==> src/core/wdcfg_pkg.sv <==
// Package with register map, field layout and timing constants of the watchdog block
package wdcfg_pkg;

	localparam int unsigned WDCFG_ADDR_W       = 12;
	localparam int unsigned WDCFG_DATA_W       = 32;

	localparam logic [11:0] WDCFG_OFF_CTRL     = 12'h000;
	localparam logic [11:0] WDCFG_OFF_CAUSE    = 12'h004;
	localparam logic [11:0] WDCFG_OFF_IRQ_STAT = 12'h008;
	localparam logic [11:0] WDCFG_OFF_IRQ_MASK = 12'h00c;

	localparam int unsigned WDCFG_CTRL_CHG_BIT = 4;
	localparam int unsigned WDCFG_CTRL_EN_BIT  = 3;
	localparam int unsigned WDCFG_CTRL_SEL_LSB = 0;
	localparam int unsigned WDCFG_SEL_W        = 3;
	localparam logic [7:0]  WDCFG_CTRL_RESET   = 8'h00;

	localparam int unsigned WDCFG_CAUSE_WD     = 3;
	localparam int unsigned WDCFG_CAUSE_BO     = 2;
	localparam int unsigned WDCFG_CAUSE_PIN    = 1;
	localparam int unsigned WDCFG_CAUSE_POR    = 0;
	localparam int unsigned WDCFG_CAUSE_W      = 4;
	localparam logic [3:0]  WDCFG_CAUSE_RESET  = 4'h1;

	localparam int unsigned WDCFG_IRQ_TIMEOUT  = 0;
	localparam int unsigned WDCFG_IRQ_REJECT   = 1;
	localparam int unsigned WDCFG_IRQ_W        = 2;
	localparam logic [1:0]  WDCFG_IRQ_RESET    = 2'h0;

	// Change window, in system clock cycles
	localparam logic [2:0]  WDCFG_WIN_CYC      = 3'h4;

	// Watchdog oscillator and timeout base (oscillator cycles)
	localparam int unsigned WDCFG_PCLK_KHZ     = 250000;
	localparam int unsigned WDCFG_OSC_KHZ      = 1000;
	localparam int unsigned WDCFG_BASE_CYC     = 16384;
	localparam int unsigned WDCFG_CNT_W        = 22;

	localparam int unsigned WDCFG_SYNC_N       = 3;
	localparam int unsigned WDCFG_PIN_OSC      = 0;
	localparam int unsigned WDCFG_PIN_RSTN     = 1;
	localparam int unsigned WDCFG_PIN_BO       = 2;
	localparam int unsigned WDCFG_PIN_FUSE     = 3;
	localparam int unsigned WDCFG_PIN_N        = 4;
	localparam logic [3:0]  WDCFG_PIN_IDLE     = 4'h2;

	typedef struct packed {
		logic                   chg_en;
		logic                   en;
		logic [WDCFG_SEL_W-1:0] sel;
	} wdcfg_ctrl_t;

endpackage

==> src/core/wdcfg_cnt.sv <==
// Watchdog timeout counter stepped by oscillator ticks
`timescale 1ns/1ns
`default_nettype none
module wdcfg_cnt
	import wdcfg_pkg::*;
#(
	parameter int unsigned BASE_CYC = WDCFG_BASE_CYC
) (
	input  wire logic                   pclk,
	input  wire logic                   presetn,
	input  wire logic                   tick,
	input  wire logic                   restart,
	input  wire logic                   run,
	input  wire logic [WDCFG_SEL_W-1:0] sel,
	output logic                        expire
);

	logic [WDCFG_CNT_W-1:0] count_reg;
	logic [WDCFG_CNT_W-1:0] limit;
	logic                   hit;

	// Each code doubles the base count
	assign limit = WDCFG_CNT_W'(BASE_CYC) << sel;
	// At or past the limit, so a shortened timeout still expires
	assign hit   = run && tick && (count_reg >= limit - 1'b1);

	always_ff @(posedge pclk or negedge presetn) begin
		if (!presetn) begin
			count_reg <= '0;
		end else if (restart || hit) begin
			count_reg <= '0;
		end else if (run && tick) begin
			count_reg <= count_reg + 1'b1;
		end
	end

	always_ff @(posedge pclk or negedge presetn) begin
		if (!presetn) begin
			expire <= 1'b0;
		end else begin
			expire <= hit && !restart;
		end
	end

endmodule
`default_nettype wire

==> src/core/wdcfg_top.sv <==
// Watchdog with timed configuration changes and reset-cause flags, APB slave
// Notes on behaviour
// - Lower level: starts off, enable write sets it
// - Open write then config write within four clocks
// - Higher level: always runs, enable reads one
// - Higher level: window write updates timeout only
// - Change-enable self-clears four clocks after set
// - Enable clears only while change-enable is one, or on a chip reset
// - Timeout code selects 16384 doubling to 2097152
// - Watchdog reset sets bit 3, software clears
// - Brown-out sets bit 2, software clears
// - Pin reset sets bit 1, software clears
// - Power-on sets bit 0, only software clears
// - Upper four cause bits read zero
// - Upper three control bits read zero
// - Counter steps on separate 1 MHz oscillator
// - Kick, disable or chip reset restarts count
// - Expiry gives one-clock reset pulse
//
// Implementation choices: the placing of the registers and the APB interface to the registers.
`timescale 1ns/1ns
`default_nettype none
module wdcfg_top
	import wdcfg_pkg::*;
#(
	parameter int unsigned TIMEOUT_BASE_CYC = WDCFG_BASE_CYC
) (
	input  wire logic                    pclk,
	input  wire logic                    presetn,
	input  wire logic [WDCFG_ADDR_W-1:0] paddr,
	input  wire logic                    psel,
	input  wire logic                    penable,
	input  wire logic                    pwrite,
	input  wire logic [WDCFG_DATA_W-1:0] pwdata,
	output logic                         pready,
	output logic      [WDCFG_DATA_W-1:0] prdata,
	output logic                         pslverr,
	input  wire logic                    wd_osc,
	input  wire logic                    pin_reset_n,
	input  wire logic                    brownout_det,
	input  wire logic                    always_on_fuse,
	input  wire logic                    watchdog_kick,
	output logic                         wd_reset,
	output logic                         wd_running,
	output logic                         irq
);

	// Pin synchronisers
	logic [WDCFG_PIN_N-1:0] sync1_reg;
	logic [WDCFG_PIN_N-1:0] sync2_reg;
	logic [WDCFG_PIN_N-1:0] sync3_reg;
	logic [WDCFG_PIN_N-1:0] pin_reg;
	logic [WDCFG_PIN_N-1:0] pin_prev_reg;
	logic [WDCFG_PIN_N-1:0] pin_raw;

	assign pin_raw[WDCFG_PIN_OSC]  = wd_osc;
	assign pin_raw[WDCFG_PIN_RSTN] = pin_reset_n;
	assign pin_raw[WDCFG_PIN_BO]   = brownout_det;
	assign pin_raw[WDCFG_PIN_FUSE] = always_on_fuse;

	genvar gi;
	generate
		for (gi = 0; gi < WDCFG_PIN_N; gi++) begin : g_sync
			always_ff @(posedge pclk or negedge presetn) begin
				if (!presetn) begin
					// Idle levels, so no false edge follows reset
					sync1_reg[gi]    <= WDCFG_PIN_IDLE[gi];
					sync2_reg[gi]    <= WDCFG_PIN_IDLE[gi];
					sync3_reg[gi]    <= WDCFG_PIN_IDLE[gi];
					pin_reg[gi]      <= WDCFG_PIN_IDLE[gi];
					pin_prev_reg[gi] <= WDCFG_PIN_IDLE[gi];
				end else begin
					sync1_reg[gi] <= pin_raw[gi];
					sync2_reg[gi] <= sync1_reg[gi];
					sync3_reg[gi] <= sync2_reg[gi];
					// A change only counts once two stages agree
					if (sync2_reg[gi] == sync3_reg[gi]) begin
						pin_reg[gi] <= sync3_reg[gi];
					end
					pin_prev_reg[gi] <= pin_reg[gi];
				end
			end
		end
	endgenerate

	logic osc_tick;
	logic pin_rst_evt;
	logic bo_evt;
	logic level2;
	logic chip_rst;

	// Edges come from the filtered copies, so a glitch gives no tick
	assign osc_tick    = pin_reg[WDCFG_PIN_OSC] && !pin_prev_reg[WDCFG_PIN_OSC];
	assign pin_rst_evt = !pin_reg[WDCFG_PIN_RSTN] && pin_prev_reg[WDCFG_PIN_RSTN];
	assign bo_evt      = pin_reg[WDCFG_PIN_BO] && !pin_prev_reg[WDCFG_PIN_BO];
	// Fuse is a strap, followed all the time, not latched at reset
	assign level2      = pin_reg[WDCFG_PIN_FUSE];

	// APB decode, zero wait states
	logic                    acc;
	logic                    wr;
	logic                    rd;
	logic                    hit_ctrl;
	logic                    hit_cause;
	logic                    hit_stat;
	logic                    hit_mask;
	logic                    mapped;
	wdcfg_ctrl_t             wdata_ctrl;

	assign acc        = psel && penable;
	assign wr         = acc && pwrite;
	assign rd         = psel && !penable && !pwrite;
	assign hit_ctrl   = (paddr == WDCFG_OFF_CTRL);
	assign hit_cause  = (paddr == WDCFG_OFF_CAUSE);
	assign hit_stat   = (paddr == WDCFG_OFF_IRQ_STAT);
	assign hit_mask   = (paddr == WDCFG_OFF_IRQ_MASK);
	assign mapped     = hit_ctrl || hit_cause || hit_stat || hit_mask;
	assign pready     = 1'b1;
	assign wdata_ctrl = wdcfg_ctrl_t'(pwdata[WDCFG_CTRL_CHG_BIT:0]);

	// Control register and change window
	wdcfg_ctrl_t ctrl_reg;
	logic [2:0]  win_reg;
	logic        en_eff;
	logic        ctrl_wr;
	logic        open_wr;
	logic        in_win;
	logic        rejected;
	logic        expire;

	assign ctrl_wr = wr && hit_ctrl;
	assign open_wr = ctrl_wr && wdata_ctrl.chg_en && wdata_ctrl.en;
	assign in_win  = ctrl_reg.chg_en;
	assign en_eff  = level2 || ctrl_reg.en;

	// A non-opening write outside the window that tries a disable or timeout change
	assign rejected = ctrl_wr && !open_wr && !in_win &&
		((!wdata_ctrl.en && en_eff) || (wdata_ctrl.sel != ctrl_reg.sel));

	// Chip reset events; the control register and window counter return to reset and the timeout count restarts
	assign chip_rst = expire || pin_rst_evt || bo_evt;

	always_ff @(posedge pclk or negedge presetn) begin
		if (!presetn) begin
			ctrl_reg <= wdcfg_ctrl_t'(WDCFG_CTRL_RESET[WDCFG_CTRL_CHG_BIT:0]);
		end else if (chip_rst) begin
			// Any chip reset returns the control register to its initial configuration
			ctrl_reg <= wdcfg_ctrl_t'(WDCFG_CTRL_RESET[WDCFG_CTRL_CHG_BIT:0]);
		end else begin
			if (ctrl_wr) begin
				if (open_wr) begin
					ctrl_reg.chg_en <= 1'b1;
					ctrl_reg.en     <= 1'b1;
				end else if (in_win) begin
					// Window writes leave the window open until it times out
					if (!level2) begin
						ctrl_reg.en <= wdata_ctrl.en;
					end
					ctrl_reg.sel <= wdata_ctrl.sel;
				end else if (!level2 && wdata_ctrl.en) begin
					ctrl_reg.en <= 1'b1;
				end
			end
			if (!open_wr && win_reg == 3'h1) begin
				ctrl_reg.chg_en <= 1'b0;
			end
		end
	end

	always_ff @(posedge pclk or negedge presetn) begin
		if (!presetn) begin
			win_reg <= 3'h0;
		end else if (chip_rst) begin
			win_reg <= 3'h0;
		end else if (open_wr) begin
			// A reopen restarts the full four clocks
			win_reg <= WDCFG_WIN_CYC;
		end else if (win_reg != 3'h0) begin
			win_reg <= win_reg - 3'h1;
		end
	end

	// Timeout counter
	wdcfg_cnt #(
		.BASE_CYC (TIMEOUT_BASE_CYC)
	) u_cnt (
		.pclk    (pclk),
		.presetn (presetn),
		.tick    (osc_tick),
		.restart (watchdog_kick || !en_eff || chip_rst),
		.run     (en_eff),
		.sel     (ctrl_reg.sel),
		.expire  (expire)
	);

	assign wd_reset   = expire;

	// Registered status pin, one clock behind the enable
	always_ff @(posedge pclk or negedge presetn) begin
		if (!presetn) begin
			wd_running <= 1'b0;
		end else begin
			wd_running <= en_eff;
		end
	end

	// Reset-cause flags, a new cause wins over a clearing write
	logic [WDCFG_CAUSE_W-1:0] cause_reg;
	logic [WDCFG_CAUSE_W-1:0] cause_set;
	logic                     cause_wr;

	assign cause_set[WDCFG_CAUSE_WD]  = expire;
	assign cause_set[WDCFG_CAUSE_BO]  = bo_evt;
	assign cause_set[WDCFG_CAUSE_PIN] = pin_rst_evt;
	assign cause_set[WDCFG_CAUSE_POR] = 1'b0;
	assign cause_wr = wr && hit_cause;

	generate
		for (gi = 0; gi < WDCFG_CAUSE_W; gi++) begin : g_cause
			always_ff @(posedge pclk or negedge presetn) begin
				if (!presetn) begin
					// Power-on sets its own flag and clears the others
					cause_reg[gi] <= WDCFG_CAUSE_RESET[gi];
				end else if (cause_set[gi]) begin
					cause_reg[gi] <= 1'b1;
				end else if (cause_wr && !pwdata[gi]) begin
					cause_reg[gi] <= 1'b0;
				end
			end
		end
	endgenerate

	// Interrupt status and mask
	logic [WDCFG_IRQ_W-1:0] irq_stat_reg;
	logic [WDCFG_IRQ_W-1:0] irq_mask_reg;
	logic [WDCFG_IRQ_W-1:0] irq_set;

	assign irq_set[WDCFG_IRQ_TIMEOUT] = expire;
	assign irq_set[WDCFG_IRQ_REJECT]  = rejected;

	always_ff @(posedge pclk or negedge presetn) begin
		if (!presetn) begin
			irq_stat_reg <= WDCFG_IRQ_RESET;
		end else begin
			// Set wins over a write-one clear in the same clock
			irq_stat_reg <= irq_set |
				(irq_stat_reg & ~((wr && hit_stat) ? pwdata[WDCFG_IRQ_W-1:0] : '0));
		end
	end

	always_ff @(posedge pclk or negedge presetn) begin
		if (!presetn) begin
			irq_mask_reg <= WDCFG_IRQ_RESET;
		end else if (wr && hit_mask) begin
			irq_mask_reg <= pwdata[WDCFG_IRQ_W-1:0];
		end
	end

	always_ff @(posedge pclk or negedge presetn) begin
		if (!presetn) begin
			irq <= 1'b0;
		end else begin
			// One clock behind the status, but glitch free
			irq <= |(irq_stat_reg & irq_mask_reg);
		end
	end

	// Read mux; unused bits read as zero
	logic [WDCFG_DATA_W-1:0] rdata;

	always_comb begin
		rdata = '0;
		if (hit_ctrl) begin
			rdata[WDCFG_CTRL_CHG_BIT]                        = ctrl_reg.chg_en;
			rdata[WDCFG_CTRL_EN_BIT]                         = en_eff;
			rdata[WDCFG_CTRL_SEL_LSB +: WDCFG_SEL_W]         = ctrl_reg.sel;
		end else if (hit_cause) begin
			rdata[WDCFG_CAUSE_W-1:0] = cause_reg;
		end else if (hit_stat) begin
			rdata[WDCFG_IRQ_W-1:0] = irq_stat_reg;
		end else if (hit_mask) begin
			rdata[WDCFG_IRQ_W-1:0] = irq_mask_reg;
		end
	end

	// Captured in setup: no wait state, but the value is one clock old
	logic [WDCFG_DATA_W-1:0] prdata_reg;

	always_ff @(posedge pclk or negedge presetn) begin
		if (!presetn) begin
			prdata_reg <= '0;
		end else begin
			prdata_reg <= rd ? rdata : '0;
		end
	end

	assign prdata  = prdata_reg;
	assign pslverr = acc && !mapped;

endmodule
`default_nettype wire

==> config.mk <==
export PLATFORM = sky130hd
export DESIGN_NAME = wdcfg_top
export DESIGN_NICKNAME = d
export VERILOG_FILES = /design/src/core/wdcfg_pkg.sv /design/src/core/wdcfg_cnt.sv /design/src/core/wdcfg_top.sv
export SDC_FILE = /design/constraint.sdc
export NUM_CORES = 1
export LEC_CHECK = 0
export BUFFER_PORTS_ARGS = -buffer_cell sky130_fd_sc_hd__buf_2
export CAP_MARGIN = 40
export CORE_MARGIN = 1.5
export CORE_UTILIZATION = 46
export DETAILED_ROUTE_END_ITERATION = 16
export GPL_TIMING_DRIVEN = 0
export PLACE_DENSITY = 0.71
export SLEW_MARGIN = 40
export SYNTH_ARGS = -nofsm -noshare
export SYNTH_HDL_FRONTEND = slang
export SYNTH_SLANG_ARGS = --single-unit
export TNS_END_PERCENT = 20
==> constraint.sdc <==
create_clock -name pclk -period 5.8 [get_ports pclk]
set_clock_uncertainty 0.2 [all_clocks]
set_input_delay 0.29 -clock pclk [delete_from_list [all_inputs] [get_ports pclk]]
set_output_delay 0.29 -clock pclk [all_outputs]
set_load 0.05 [all_outputs]
## Word-level counts from Yosys, hierarchy flattened

Index checks and enable logic that the tools add are counted.

| cells by class | value |
|---|---|
| $add $sub $neg | 3 |
| $mul | 0 |
| div/mod/pow operators | 0 |
| order comparisons | 1 |
| eq/ne operators | 11 |
| shift-type cells | 1 |
| multiplexer cells | 29 |
| bitwise operators | 4 |
| reductions and logical operators | 68 |

Operator list:

| cell | count |
|---|---|
| 22-bit 2-to-1 mux | 2 |
| 1-bit logical AND | 27 |
| 12-bit by 4-bit equality test with 1-bit output, second input constant | 2 |
| 22-bit by 1-bit adder with 22-bit output, second input constant | 1 |
| 22-bit greater-or-equal comparator | 1 |
| 15-bit by 3-bit << shifter with 22-bit output, first input constant | 1 |
| 22-bit by 1-bit subtractor with 22-bit output, second input constant | 1 |
| 1-bit logical NOT | 15 |
| 3-bit 2-to-1 mux | 5 |
| 5-bit 2-to-1 mux | 3 |
| 1-bit 2-to-1 mux | 13 |
| 12-bit by 3-bit equality test with 1-bit output, second input constant | 1 |
| 12-bit logical NOT | 1 |
| 2-bit nonzero test | 6 |
| 3-bit nonzero test | 4 |
| 1-bit logical OR | 10 |
| 2-bit 2-to-1 mux | 5 |
| 3-bit AND reduction | 2 |
| 2-bit bitwise AND | 2 |
| 1-bit equality test | 4 |
| 4-bit 2-to-1 mux | 1 |
| 4-bit by 3-bit inequality test with 1-bit output, second input constant | 1 |
| 4-bit nonzero test | 1 |
| 3-bit by 1-bit equality test with 1-bit output, second input constant | 1 |
| 7 further kinds | 7 |

| word-level totals | value |
|---|---|
| flip-flop bits (word level) | 65 |
| bits in latches | 0 |
| memory bits (writable) | 0 |
| ROM bits | 0 |
| bits of input ports | 54 |
| output and inout bits | 37 |
| memories kept | 0 |

## Depth between registers and ports, before layout

| depth | value |
|---|---|
| word-level depth | 10 |
| gate-level depth with buffers | 9 |
| mapped depth without buffers | 7 |

## Cells and area by module

From an unflattened synthesis, not the netlist that was laid out.

| second synthesis, totals | value |
|---|---|
| cells, all modules | 327 |
| area total of the unflattened synthesis | 3430.8 um^2 |

Modules (own cells, without submodules):

| module | times used | cells each | area each (um^2) | sequential area each (um^2) |
|---|---|---|---|---|
| wdcfg_top | 1 | 168 | 2004.4 | 1058.5 |
| wdcfg_cnt | 1 | 159 | 1426.4 | 575.6 |

## Worst setup path before layout

Ideal clock, no wire load.

| timing | value |
|---|---|
| path type | register to register |
| from | register, netlist name ctrl_reg[2] |
| to | register u_cnt.count_reg[0] |
| library setup time | 0.122 ns |
| data arrival time | 2.338 ns |
| required time | 5.478 ns |
| setup slack | 3.141 ns |
| stages on the path, launching flop included | 9 |
| path buffers | 1 |
| period minus slack after synthesis | 2.659 ns |
| cell sequence | dfrtp_1 -> clkbuf_1 -> nand3_1 -> ha_1 -> nand4_1 -> or2_2 -> or4_4 -> and2_1 -> a32o_1 |

| between the ends | value |
|---|---|
| cells in the longest elaborated chain, start to end | 6 |
| elaborated cells between the ends (all ways) | 7 |

Ends and longest elaborated chain:

| item | RTL line | text |
|---|---|---|
| 15-bit by 3-bit << shifter with 22-bit output * | wdcfg_cnt.sv:23 | `assign limit = WDCFG_CNT_W'(BASE_CYC) << sel;` |
| 22-bit by 1-bit subtractor with 22-bit output * | wdcfg_cnt.sv:25 | `assign hit = run && tick && (count_reg >= limit - 1'b1);` |
| 22-bit greater-or-equal comparator * | wdcfg_cnt.sv:25 |  |
| 1-bit logical AND * | wdcfg_cnt.sv:25 |  |
| 1-bit logical OR * | wdcfg_cnt.sv:30 | `end else if (restart \|\| hit) begin` |
| 22-bit 2-to-1 mux or 2-bit nonzero test (tied branches) | -- |  |
| end signal, assigned | wdcfg_cnt.sv:33 | `count_reg <= count_reg + 1'b1;` |
| end, declared | wdcfg_cnt.sv:18 | `logic [WDCFG_CNT_W-1:0] count_reg;` |

Mark *: on every way between the ends. The rest lies on a longest branch, timed or not.
A chain may end at the register's enable or synchronous reset.

## Final worst setup path

| timing | value |
|---|---|
| from | register, netlist name ctrl_reg[2] |
| to | register u_cnt.count_reg[0] |

| between the ends | value |
|---|---|
| cells in the longest elaborated chain, start to end | 6 |
| elaborated cells between the ends (all ways) | 7 |

Ends and longest elaborated chain:

| item | RTL line |
|---|---|
| 15-bit by 3-bit << shifter with 22-bit output * | wdcfg_cnt.sv:23 |
| 22-bit by 1-bit subtractor with 22-bit output * | wdcfg_cnt.sv:25 |
| 22-bit greater-or-equal comparator * | wdcfg_cnt.sv:25 |
| 1-bit logical AND * | wdcfg_cnt.sv:25 |
| 1-bit logical OR * | wdcfg_cnt.sv:30 |
| 22-bit 2-to-1 mux or 2-bit nonzero test (tied branches) | -- |

Marked as above.

==> results.txt <==
* Longest Clk Path Bufs: 2
- Family of cells with the greatest summed delay on the critical path: simple AND/OR/NAND/NOR gates
- Part of the cycle the worst path needs: 0.521
- Worst Reg-to-Reg Cells: 8
* Critical Path Start Type: flip-flop
* Peak clock frequency supported by timing: 331 MHz
* Detail-routed via count per cell: 4.91
* Post-place setup slack: 2.85 ns
* Start point of the worst hold path: pwdata[2]
- Count of state elements after synthesis: 65
- Post-route worst hold slack: 0.0362 ns
- Kind of capture point of the worst setup path: flip-flop
- By instance count, the leading cell after synthesis is sky130_fd_sc_hd__dfrtp_1.
- Share of post-route cells with drive strength above 1: 0.251
- Router iterations before antenna repair: 5
* Peak per-stage delay on the critical path: 0.56 ns
* Die height: 88.9 µm
- Power per cell area: 262 nW/µm²
* Pin count of the biggest net entering global routing: 47
- Aggregate global-route resource usage: 0.174
- Setup-failing EPs final: 0
- Post-synth top flop: sky130_fd_sc_hd__dfrtp_1
- Unrepaired setup endpoints after global routing: no
* Parity-gate share of the synthesized area counting xor and xnor cells: 0.0568
* Cell taking the most area after synthesis: sky130_fd_sc_hd__dfrtp_1
- Reg-to-reg critical path startpoint: ctrl_reg[2]$_DFFE_PN0P_
- The initial antenna violation count came to 0.
* Violation count after the first detailed-routing iteration: 115
- In this run the tightest slew margin relative to its limit is 0.515.
- Top cell type's share of synthesized area: 0.435
- In this run the static leakage power is 1.81 nW.
* Share of the synthesized area in compound gates (AO/OA/AOI/OAI): 0.108
* Proportion of synthesized area in mux cells: 0.0346
- Critical path data arrival time: 3.06 ns
- For this run, the share of the core covered by cells in the final layout is 0.564.
* Final critical-path setup slack: 2.78 ns
- For flop-to-flop paths, the worst setup slack is 2.78 ns.
- The clock net in this run drives a total of 65 sinks.
- The worst hold path passes through 3 cells.
- The worst hold path terminates at cause_reg[2]$_DFFE_PN0P_.
* Residual DRC: 0
- Slowest cell on the critical path: sky130_fd_sc_hd__or4_4
- Area Growth Syn to Fin: 19.9%
- Clock Latency Late Sink: 0.35 ns
- GRT Residual Overflow: 0
- The commonest cells after synthesis are sky130_fd_sc_hd__dfrtp_1, sky130_fd_sc_hd__nor2_1, sky130_fd_sc_hd__buf_4.
- TritonCTS built the clock tree.
- The tool flagged a number of max-cap violations equal to 0.
- Post-synthesis instance area: 3390 µm²
- Yosys warns: 0
- Floorplan die area: 7900 µm²
* Start-to-end type of the worst setup path: flip-flop to flip-flop
* Number of core rows: 31
- EDFF count, synth: 0
- The detailed router placed 2,462 vias in this run.
- Leading cell types by total area after synthesis: sky130_fd_sc_hd__dfrtp_1, sky130_fd_sc_hd__buf_4, sky130_fd_sc_hd__xnor2_1
- Total inserted antenna cells: 0
- The initial utilization of the core area, before any placement, comes to 0.471.
- Walking the worst path, the cells encountered are clkbuf_1 -> o21ai_0 -> ha_1 -> nand4_1 -> or2_2 -> or4_4 -> and2_1 -> a32o_1.
* Total count of max-transition violations in the final report: 0
- The average instance in the mapped netlist occupies 10.6 µm².
- After detailed routing, the average wire length per cell comes to 12.3 µm.
- Overall routed net length: 6.18 mm
- In this run the worst hold path is classified as primary input to flip-flop.
- Worst path buffer plus inverter count: 1
- DRT antenna net count: 0
- The endpoint identified for the worst register-to-register timing path is u_cnt.count_reg[0]$_DFFE_PN0P_.
- Clock-pin slew was measured on the worst setup and hold paths at 0.08 ns.
* Proportion of synthesized chip area in sequential cells: 0.481
- The number of hold violations in the final report was 0.
* Transition time of the tightest slew-check pin: 0.725 ns
- Die width: 88.9 µm
- Post-layout net count: 463
- Input and output buffers added on the ports amount to 34.
- Required time of the critical path: 5.84 ns
* Maximum vdd ir drop: 0.152 mV
- Hpwl dp: 4.43 mm
* Flip-flop count of the largest register after layout: 22
- After routing, the total negative slack on setup checks comes to 0 ns.
* Simple-gate portion of the synthesized area: 0.167
- Async set-or-reset flop fraction in the synthesized netlist: 1.00
- By area, the combinational part of the netlist is dominated by simple AND/OR/NAND/NOR gates.
* Global placer's final weighted congestion: 0.823
- The first global-routing pass estimated 10.5 mm of wire.
* Distinct cells, synth: 54
- The routed design could run at a clock period as short as 3.02 ns.
* Run status: finished, final reports clean
- Io pins: 91
- Of the total synthesized cell area, the portion taken by full adders, half adders and majority gates is 0.0560.
- Via count of the first global-routing pass: 2,349
- The total area inside the core boundary comes to 7210 µm².
- CTS H-Tree Depth: 3
* Peak fanout along the critical path: 10
- Clock Root Buffer: sky130_fd_sc_hd__clkbuf_8
* TritonCTS buffer count: 9
- Synthesis produced a netlist whose cell count is 319.
==> final cells by class <==
class / count / area (µm²)
fillers: 671 / 3140
flip-flops and latches: 65 / 1630
multi-input cells: 229 / 1550
plain buffers: 40 / 272
repair buffers: 40 / 243
clock buffers: 9 / 124
well taps: 99 / 124
clock inverters: 7 / 83.8
inverters: 12 / 45.0
==> worst max path at each step <==
| stage | slack (ns) | end | cells after the start | startpoint |
|---|---|---|---|---|
| 4_1_cts | 2.78 | u_cnt.count_reg[0]$_DFFE_PN0P_ | 8 | ctrl_reg[2]$_DFFE_PN0P_ |
| 5_1_grt | 2.50 | u_cnt.count_reg[13]$_DFFE_PN0P_ | 9 | ctrl_reg[1]$_DFFE_PN0P_ |
| 3_3_place_gp | 2.91 | u_cnt.count_reg[9]$_DFFE_PN0P_ | 9 | ctrl_reg[2]$_DFFE_PN0P_ |
| 2_1_floorplan | 3.14 | u_cnt.count_reg[0]$_DFFE_PN0P_ | 8 | ctrl_reg[2]$_DFFE_PN0P_ |
| 3_5_place_dp | 2.85 | u_cnt.count_reg[0]$_DFFE_PN0P_ | 8 | ctrl_reg[2]$_DFFE_PN0P_ |
| 6_report | 2.78 | u_cnt.count_reg[0]$_DFFE_PN0P_ | 8 | ctrl_reg[2]$_DFFE_PN0P_ |
==> kinds of logic (layout without fill, tap and decap cells) <==
logic type / after synthesis / after routing
multiplexers: 9 / 9
AND/OR/NAND/NOR: 103 / 103
other: 2 / 29
adder cells (fa/ha/maj): 16 / 16
buffers and inverters: 52 / 108
XOR/XNOR: 22 / 22
AO/OA/AOI/OAI: 50 / 50
flip-flops: 65 / 65
==> routing by layer <==
metal  share of wire  track usage  vias up
met3           0.052       0.0443       15
li1                -            -     1225
met4           0.025       0.0866        0
met2            0.47        0.282       69
met1            0.45        0.217     1153
met5               0            0        -
==> repair_timing <==
action	in CTS	in global routing
endpoints found under the setup margin	0	0
gates resized for setup	0	0
hold buffers	5	0
setup buffers	0	0
hold endpoints to repair	63	0
==> where the power goes <==
| part | switching, mW | total, mW | internal [mW] |
|---|---|---|---|
| Clock | 0.197 | 0.404 | 0.207 |
| Combinational | 0.111 | 0.174 | 0.0628 |
| Sequential | 0.0123 | 0.487 | 0.474 |
| Total | 0.320 | 1.06 | 0.744 |
==> placed cells by master, fill, tap and decap left out, types with 10 or more instances in the layout <==
master,Yosys,layout
sky130_fd_sc_hd__buf_4,28,29
sky130_fd_sc_hd__xnor2_1,22,22
sky130_fd_sc_hd__dfrtp_1,59,59
sky130_fd_sc_hd__ha_1,12,12
sky130_fd_sc_hd__nor2_1,31,31
sky130_fd_sc_hd__buf_2,1,34
sky130_fd_sc_hd__nand3_1,11,11
sky130_fd_sc_hd__inv_1,12,12
sky130_fd_sc_hd__conb_1,2,29
sky130_fd_sc_hd__a21oi_1,10,10
sky130_fd_sc_hd__nor3_1,10,10
sky130_fd_sc_hd__nand2_1,10,10
==> per-stage QoR <==
step	instances	total power, mW	instance area (µm²)
3_5_place_dp	480	0.669	3810
3_3_place_gp	479	0.662	3790
4_1_cts	501	1.08	4070
5_1_grt	501	1.12	4070
2_1_floorplan	346	0.627	3500
6_report	501	1.06	4070
==> worst reg2reg max path, delay by kind of cell, from the launching register on <==
kind                       cells  cell delay [ns]
adders and majority gates      1             0.32
and+or+nand+nor                4             1.23
AOI/OAI and AO/OA              2             0.48
buffers and inverters          1             0.36
DFF                            1             0.32
No activity file was read; power rests on OpenSTA's default activity.
